### config.mk
export PLATFORM = sky130hd
export DESIGN_NAME = dcorb_bank
export DESIGN_NICKNAME = d
export VERILOG_FILES = /design/src/hdl/dcorb_pkg.sv /design/src/hdl/dcorb_bank.sv /design/src/hdl/dcorb_regmem.sv
export SDC_FILE = /design/constraint.sdc
export NUM_CORES = 1
export LEC_CHECK = 0
export ABC_AREA = 0
export BUFFER_PORTS_ARGS = -buffer_cell sky130_fd_sc_hd__buf_2
export CAP_MARGIN = 20
export CORE_MARGIN = 4
export CORE_UTILIZATION = 51
export DETAILED_ROUTE_END_ITERATION = 8
export PLACE_DENSITY = 0.75
export SLEW_MARGIN = 20
export SYNTH_ARGS = -nofsm -noshare
export SYNTH_HDL_FRONTEND = slang
export SYNTH_HIERARCHICAL = 1
export SYNTH_SLANG_ARGS = --single-unit
### constraint.sdc
create_clock -name sys_clk -period 2.5 [get_ports sys_clk]
set_input_delay 0.75 -clock sys_clk [delete_from_list [all_inputs] [get_ports sys_clk]]
set_output_delay 0.75 -clock sys_clk [all_outputs]
set_load 0.03 [all_outputs]
### src/hdl/dcorb_pkg.sv
package dcorb_pkg;
    localparam int          DCORB_WORD_W       = 16;
    localparam int          DCORB_ADDR_W       = 3;
    localparam int          DCORB_STEER_W      = 26;
    localparam int          DCORB_STEER_HI_W   = 10;
    localparam int          DCORB_FRAC_W       = 27;
    localparam int          DCORB_FRAC_HI_W    = 11;
    localparam int          DCORB_INT_W        = 5;
    localparam int          DCORB_RANGE_W      = 4;
    localparam int          DCORB_NREG         = 5;

    // Register addresses
    localparam logic [2:0]  DCORB_ADDR_STEER_LO = 3'h0;
    localparam logic [2:0]  DCORB_ADDR_OE_STEER = 3'h1;
    localparam logic [2:0]  DCORB_ADDR_RANGE    = 3'h2;
    localparam logic [2:0]  DCORB_ADDR_FBDIV    = 3'h3;
    localparam logic [2:0]  DCORB_ADDR_FRAC_LO  = 3'h4;

    // Field positions
    localparam int          DCORB_OE_BIT        = 10;
    localparam int          DCORB_INT_LSB       = 11;

    // Reset values
    localparam logic [15:0] DCORB_RST_ZERO      = 16'h0000;
    localparam logic [3:0]  DCORB_RST_RANGE     = 4'h3;
    localparam logic [15:0] DCORB_RST_FBDIV     = 16'h0000;
    localparam logic [15:0] DCORB_RST_FRAC_LO   = 16'h0000;

    // Host access as one carrier
    typedef struct packed {
        logic        wr;
        logic        rd;
        logic [2:0]  addr;
        logic [15:0] wdata;
    } dcorb_req_t;

    // Settings seen by the oscillator core
    typedef struct packed {
        logic        out_enable;
        logic [25:0] steer;
        logic [3:0]  pull_range;
        logic [4:0]  fb_int;
        logic [26:0] fb_frac;
    } dcorb_cfg_t;

    typedef enum logic [0:0] {
        DCORB_IDLE   = 1'b0,
        DCORB_COMMIT = 1'b1
    } dcorb_state_t;
endpackage : dcorb_pkg

### src/hdl/dcorb_bank.sv
// Overview of operation
// - Upper-word register bits 15:11 read zero.
// - Pull-range bits 15:4 read zero, ignored.
// - Bit 10 software output enable, reset 0.
// - Hardware enable mode ignores enable writes.
// - Steer word: 10 upper, 16 lower.
// - Steer word is signed two's complement.
// - Steer word resets to zero.
// - New steer applies on upper-word write.
// - Four-bit code selects pull span.
// - Pull range starts factory value, writable.
// - Bits 15:11 hold divider integer.
// - Bits 10:0 hold upper fraction bits.
// - Divider fields factory reset, host writable.
// - Lower fraction word in next register.
module dcorb_bank
    import dcorb_pkg::*;
#(
    parameter logic [3:0]  FACTORY_RANGE = DCORB_RST_RANGE,
    parameter logic [15:0] FACTORY_FBDIV = DCORB_RST_FBDIV
) (
    input  wire logic                sys_clk,
    input  wire logic                reset_n,
    input  wire dcorb_req_t          req,
    input  wire logic                oe_sw_mode,
    output logic        [15:0]       rdata,
    output logic                     rvalid,
    output logic                     out_enable,
    output logic signed [25:0]       steer,
    output logic                     steer_update,
    output logic        [3:0]        pull_range,
    output logic        [4:0]        fb_int,
    output logic        [26:0]       fb_frac
);
    logic        [15:0] steer_lo;
    logic        [15:0] frac_lo;
    logic        [15:0] mem_rdata;
    logic               oe_bit;
    logic        [9:0]  steer_hi;
    logic        [3:0]  range_q;
    logic        [15:0] fbdiv_q;
    logic        [2:0]  rd_addr_q;
    logic               rd_q;
    dcorb_state_t       state;
    dcorb_state_t       next_state;

    function automatic logic hit(input dcorb_req_t r, input logic [2:0] a);
        return r.wr && (r.addr == a);
    endfunction : hit

    wire wr_upper = hit(req, DCORB_ADDR_OE_STEER);
    wire wr_range = hit(req, DCORB_ADDR_RANGE);
    wire wr_fbdiv = hit(req, DCORB_ADDR_FBDIV);
    wire mem_we   = hit(req, DCORB_ADDR_STEER_LO) || hit(req, DCORB_ADDR_FRAC_LO);

    // lower words live in the small store
    dcorb_regmem u_mem (
        .sys_clk  (sys_clk),
        .reset_n  (reset_n),
        .we       (mem_we),
        .waddr    (req.addr),
        .wdata    (req.wdata),
        .raddr    (req.addr),
        .rdata    (mem_rdata),
        .steer_lo (steer_lo),
        .frac_lo  (frac_lo)
    );

    wire [15:0] upper_rd = {5'h00, oe_bit, steer_hi};
    wire [15:0] range_rd = {12'h000, range_q};
    wire        rd_mem   = (rd_addr_q == DCORB_ADDR_STEER_LO) || (rd_addr_q == DCORB_ADDR_FRAC_LO);
    wire [15:0] next_rdata = rd_mem                               ? mem_rdata :
                             (rd_addr_q == DCORB_ADDR_OE_STEER)   ? upper_rd  :
                             (rd_addr_q == DCORB_ADDR_RANGE)      ? range_rd  :
                             (rd_addr_q == DCORB_ADDR_FBDIV)      ? fbdiv_q   : 16'h0000;

    wire next_oe = (wr_upper && oe_sw_mode) ? req.wdata[DCORB_OE_BIT] : oe_bit;

    always_ff @(posedge sys_clk or negedge reset_n) begin
        if (!reset_n) begin
            oe_bit    <= 1'b0;
            steer_hi  <= 10'h000;
            range_q   <= FACTORY_RANGE;
            fbdiv_q   <= FACTORY_FBDIV;
            rd_addr_q <= 3'h0;
            rd_q      <= 1'b0;
        end else begin
            oe_bit    <= next_oe;
            if (wr_upper) begin
                steer_hi <= req.wdata[9:0];
            end
            if (wr_range) begin
                range_q <= req.wdata[3:0];
            end
            if (wr_fbdiv) begin
                fbdiv_q <= req.wdata;
            end
            rd_addr_q <= req.addr;
            rd_q      <= req.rd;
        end
    end

    // commit one cycle after upper write
    always_comb begin
        next_state = DCORB_IDLE;
        case (state)
            DCORB_IDLE:   next_state = wr_upper ? DCORB_COMMIT : DCORB_IDLE;
            DCORB_COMMIT: next_state = wr_upper ? DCORB_COMMIT : DCORB_IDLE;
            default:      next_state = DCORB_IDLE;
        endcase
    end

    always_ff @(posedge sys_clk or negedge reset_n) begin
        if (!reset_n) begin
            state        <= DCORB_IDLE;
            steer        <= '0;
            steer_update <= 1'b0;
            out_enable   <= 1'b0;
            pull_range   <= FACTORY_RANGE;
            fb_int       <= FACTORY_FBDIV[15:11];
            fb_frac      <= {FACTORY_FBDIV[10:0], DCORB_RST_FRAC_LO};
            rdata        <= 16'h0000;
            rvalid       <= 1'b0;
        end else begin
            state        <= next_state;
            steer_update <= (state == DCORB_COMMIT);
            if (state == DCORB_COMMIT) begin
                steer <= signed'({steer_hi, steer_lo});
            end
            out_enable   <= oe_bit;
            pull_range   <= range_q;
            fb_int       <= fbdiv_q[15:11];
            fb_frac      <= {fbdiv_q[10:0], frac_lo};
            rvalid       <= rd_q;
            if (rd_q) begin
                rdata <= next_rdata;
            end
        end
    end
endmodule : dcorb_bank

### src/hdl/dcorb_regmem.sv
module dcorb_regmem
    import dcorb_pkg::*;
(
    input  wire logic        sys_clk,
    input  wire logic        reset_n,
    input  wire logic        we,
    input  wire logic [2:0]  waddr,
    input  wire logic [15:0] wdata,
    input  wire logic [2:0]  raddr,
    output logic      [15:0] rdata,
    output logic      [15:0] steer_lo,
    output logic      [15:0] frac_lo
);
    // Plain word store for the two full-width lower words
    always_ff @(posedge sys_clk or negedge reset_n) begin
        if (!reset_n) begin
            steer_lo <= DCORB_RST_ZERO;
            frac_lo  <= DCORB_RST_FRAC_LO;
            rdata    <= DCORB_RST_ZERO;
        end else begin
            if (we && waddr == DCORB_ADDR_STEER_LO) begin
                steer_lo <= wdata;
            end
            if (we && waddr == DCORB_ADDR_FRAC_LO) begin
                frac_lo <= wdata;
            end
            rdata <= (raddr == DCORB_ADDR_STEER_LO) ? steer_lo : frac_lo;
        end
    end
endmodule : dcorb_regmem

# --- After elaboration in Yosys (flattened, before gate mapping) ---
# Cells that the tools add are included.
totals:
  regBits: 165
  elab_cells: 44
classes:
  eq_ne: 8
  n_mux: 6
  reduce_logical: 12
op_table:
  columns: ["op", "n"]
  rows:
  - ["$mux 16", 5]
  - ["$eq 3x2->1 const B", 4]
  - ["$logic_and 1x1->1", 8]
  - ["$eq 3x1->1 const B", 2]
  - ["$eq 3x3->1 const B", 2]
  - ["$logic_not 3->1", 2]
  - ["$logic_or 1x1->1", 2]
  - ["$mux 1", 1]

# --- Longest topological paths before layout ---
depth:
  ltp_word: 5
  mapped_depth: 6
  ltp_nobuf: 4

# --- By module ---
# The synthesis kept the hierarchy.
modules_own_cells:
  columns: ["module", "n_inst", "cells_per_inst", "area_per_inst_um2"]
  rows:
  - ["dcorb_bank", 1, 275, 4307.9]
  - ["dcorb_regmem", 1, 103, 1829.3]

# --- Worst setup path after synthesis ---
# Ideal clock, no wire load.
synth_timing:
  path_kind: "input port to flip-flop"
  start: "input port req[17] (netlist bit)"
  end: "register u_mem.steer_lo[10]"
  setup_ns: 0.125
  arrival_ns: 1.887
  required_time_ns: 2.375
  path_slack_ns: 0.489
  stages: 4
  cell_sequence: "nor3b_1 -> nor4b_4 -> buf_6 -> mux2_2"
synth_between:
  elab_chain_len: 4
  word_cells_on_any_way: 6
  cone_classes: "eq/ne (1); reduce/logical (5)"
synth_lines:
  columns: ["element", "line", "source"]
  rows:
  - ["start: declaration", "dcorb_bank.sv:24", "input wire dcorb_req_t req,"]
  - ["$eq 3x3->1 / $logic_not 3->1 (equally long branches)", "dcorb_bank.sv:48, dcorb_regmem.sv:21", null]
  - ["$logic_and 1x1->1", "dcorb_bank.sv:48", "return r.wr && (r.addr == a);"]
  - ["$logic_or 1x1->1", "dcorb_bank.sv:54", "wire mem_we = hit(req, DCORB_ADDR_STEER_LO) || hit(req, DCORB_ADDR_FRAC_LO);"]
  - ["$logic_and 1x1->1 *", "dcorb_regmem.sv:21", "if (we && waddr == DCORB_ADDR_STEER_LO) begin"]
  - ["end signal: assignment", "dcorb_regmem.sv:22", "steer_lo <= wdata;"]
  - ["end: declaration", "dcorb_regmem.sv:11", "output logic [15:0] steer_lo,"]
# Every way passes the cells marked *; elsewhere a longest branch is shown, timed or not.
# A chain may end at the register's enable or synchronous reset.

# --- Final worst setup path ---
layout_timing:
  start: "register pull_range[0]"
  end: "output port pull_range[0]"
layout_rtl:
  columns: ["element", "line", "source"]
  rows:
  - ["start: declaration", "dcorb_bank.sv:31", "output logic [3:0] pull_range,"]
  - ["start signal: assignment", "dcorb_bank.sv:131", "pull_range <= range_q;"]
# No word-level cell between the ends.

==> results.json <==
{
  "n_antenna_cell": 0,
  "core_sq_mm": 0.0116,
  "cp_slowest_cell": "dfstp_2",
  "synth_top_area_cell": "dfrtp_1",
  "finalSetupViolations": 0,
  "final_util_pct": 65.1,
  "critical_path.top_delay_family": "flip-flops",
  "antenna_found_initial": 0,
  "synth-seq-cells": 165,
  "dr.pass1.iters": 4,
  "grt_pass1_wl_um": 21400,
  "h-tree-depth": 4,
  "powerDensity_mw_per_mm2": 1080,
  "drv_slew": 0,
  "drc": 0,
  "io_pins": 105,
  "numCtsBuffers": 17,
  "outcome": "finished clean",
  "clock_sinks": 165,
  "arrival_ns": 1.12,
  "p_leak_uw": 0.00362,
  "final_layout_size_suffix_gt1_share_pct": 53.3,
  "cts_hold_buf": 0,
  "dieArea_sq_mm": 0.0139,
  "routed_wl_um": 12900,
  "grt_pass1_vias": 3923,
  "worst_pin_slew_ns": 0.879,
  "path_cells": "buf_2",
  "clockBufferDepth": 2,
  "worst_ep_required_time_ns": 1.75,
  "drt_iter0_markers": 293,
  "max_freq_mhz": 535,
  "startpoint": "pull_range[0]$_DFF_PN1_",
  "num_rows": 39,
  "critical_path_class": "register to output port",
  "area_delta_synth_final_pct": 23.1,
  "gp_congestion": 0.800,
  "nFillCells": 833,
  "crit_buf_inv": 1,
  "holdCritPathClass": "primary input to async pin",
  "synth-seq-area-share_pct": 67.4,
  "synthCells": 378,
  "rsz0062_at_grt": "false",
  "die_y_um": 118,
  "path_clk_slew_ns": 0.06,
  "gr-total-overflow": 0,
  "path_max_fanout": 1,
  "post-route-period-util_pct": 74.8,
  "syn_area_sq_mm": 0.00614,
  "dp_hpwl_um": 8590,
  "worst_skew_pair.late_latency_ns": 0.42,
  "die_x_um": 118,
  "nets": 518,
  "cts_root_buffer": "clkbuf_16",
  "cp-end-kind": "output port",
  "vdd_drop_max_v": 0.000566,
  "hold_viol": 0,
  "critPathMaxStageDelay_ns": 0.51,
  "fin_skew_ns": 0.00647,
  "fin_area_sq_mm": 0.00756,
  "fin_crit_ns": 1.87,
  "ys_types": 29,
  "final_antenna_net_count": 0,
  "grt_max_degree": 101,
  "syn_area_per_cell_sq_um": 16.2,
  "yosysTopAreaCellShare_pct": 65.6,
  "cap_violations": 0,
  "relSlewSlack_pct": 41.4,
  "tritoncts": "yes",
  "wl_per_cell_um": 19.8,
  "ys_warn_count": 6,
  "ctsResizeCount": 0,
  "num_vias": 3517,
  "post_dp_cell_area_sq_mm": 0.00684,
  "initial_core_util_pct": 52.8,
  "postCtsSetupBuffers": 0,
  "start_kind": "register",
  "port_buffers": 104,
  "vias_per_cell": 5.41,
  "tns_ns": 0,
  "synth_area_leaders": "dfrtp_1 (66%), mux2_2 (16%), mux2_4 (4.6%)",
  "r2r_start": "rd_q$_DFF_PN0_",
  "synthesis.nets": 402,
  "grt_usage_pct": 20.1
}
==> kinds of logic after synthesis <==
| family | Yosys count | synth area share, % |
|---|---|---|
| DFF | 165 | 67.4 |
| muxes | 105 | 20.4 |
| and+or+nand+nor | 55 | 5.61 |
| AOI/OAI and AO/OA | 33 | 4.42 |
| buffers and inverters | 20 | 2.18 |
==> worst paths after layout <==
kind                            slack [ns]  cells past startpoint                            end
min in group sys_clk                  0.38                      0        pull_range[0]$_DFF_PN1_
max in group asynchronous             1.63                      2       u_mem/rdata[6]$_DFF_PN0_
worst min register to register        0.38                      0        pull_range[0]$_DFF_PN1_
worst max-delay path                  0.63                      1                  pull_range[0]
worst min-delay path                  0.14                      1  u_mem/steer_lo[1]$_DFFE_PN0P_
worst max register to register        0.99                      3          rdata[11]$_DFFE_PN0P_
==> state kept, by name (all words and copies together) (netlist names) <==
register,count
rvalid,1
fb_int,5
fbdiv_q,16
u_mem/rdata,16
rdata,16
steer,26
fb_frac,27
oe_bit,1
steer_hi,10
rd_q,1
steer_update,1
rd_addr_q,3
u_mem/frac_lo,16
pull_range,4
out_enable,1
range_q,4
u_mem/steer_lo,16
state,1
==> layout by cell type (no fill, tap or decap) <==
cell type / synthesis / routed
dfrtp_1: 161 / 161
buf_2: 5 / 103
mux2_2: 86 / 86
nand2_1: 22 / 22
mux2_4: 19 / 19
clkbuf_16: 0 / 17
nor2_1: 14 / 14
a21oi_1: 9 / 9
a41oi_2: 7 / 7
bufinv_16: 0 / 7
nor3b_1: 5 / 5
a22oi_1: 5 / 5
buf_4: 2 / 5
inv_1: 4 / 4
nand2b_1: 4 / 4
a211oi_1: 4 / 4
o21ai_0: 4 / 4
o22ai_1: 4 / 4
buf_12: 0 / 4
dfstp_2: 4 / 4
clkbuf_8: 0 / 3
clkinv_4: 0 / 2
clkinvlp_4: 0 / 2
and4bb_4: 1 / 1
and4bb_1: 1 / 1
nand4b_4: 1 / 1
nand2_4: 1 / 1
nor2_4: 1 / 1
nor3b_4: 1 / 1
or2_2: 1 / 1
clkinv_2: 0 / 1
buf_6: 6 / 1
nor3_2: 1 / 1
nor4b_4: 1 / 1
and4bb_2: 1 / 1
==> through the flow <==
stage	hold WS, ns	instances	power, uW	setup slack, ns
detailed placement	0.372	618	5160	0.291
finish	0.140	650	8170	0.630
floorplan	0.349	378	4580	0.489
global route	0.126	650	8520	0.592
CTS	0.131	650	8230	0.611
global placement	0.366	618	5090	0.387
==> power breakdown <==
| part | switching, uW | leakage (uW) | internal [uW] |
|---|---|---|---|
| sequential | 332 | 0.00205 | 3230 |
| clock | 1010 | 0.000342 | 2050 |
| combinational | 941 | 0.00122 | 597 |
==> synthesized netlist by cell type <==
master	count
dfrtp_1	161
mux2_2	86
nand2_1	22
mux2_4	19
nor2_1	14
a21oi_1	9
a41oi_2	7
buf_6	6
a22oi_1	5
buf_2	5
nor3b_1	5
a211oi_1	4
dfstp_2	4
inv_1	4
nand2b_1	4
o21ai_0	4
o22ai_1	4
clkbuf_1	3
buf_4	2
and4bb_1	1
and4bb_2	1
and4bb_4	1
nand2_4	1
nand4b_4	1
nor2_4	1
nor3_2	1
nor3b_4	1
nor4b_4	1
or2_2	1
==> routing by layer <==
metal / global-route usage (%) / vias to the layer above / wire length, um
met5: 0 / - / 0
met4: 8.13 / 0 / 254
met3: 5.77 / 22 / 680
met2: 32.3 / 105 / 6540
met1: 25.9 / 1829 / 5410
li1: - / 1561 / -
==> layout make-up <==
| cell class | count | area (sq um) | share of cell area, % |
|---|---|---|---|
| Multi-Input combinational cell | 193 | 1870 | 24.7 |
| Sequential cell | 165 | 4130 | 54.7 |
| Clock inverter | 12 | 248 | 3.28 |
| Tap cell | 143 | 179 | 2.37 |
| Clock buffer | 20 | 467 | 6.18 |
| Inverter | 4 | 15.0 | 0.199 |
| Timing Repair Buffer | 113 | 644 | 8.53 |
Power figures use the tool's default switching activity.
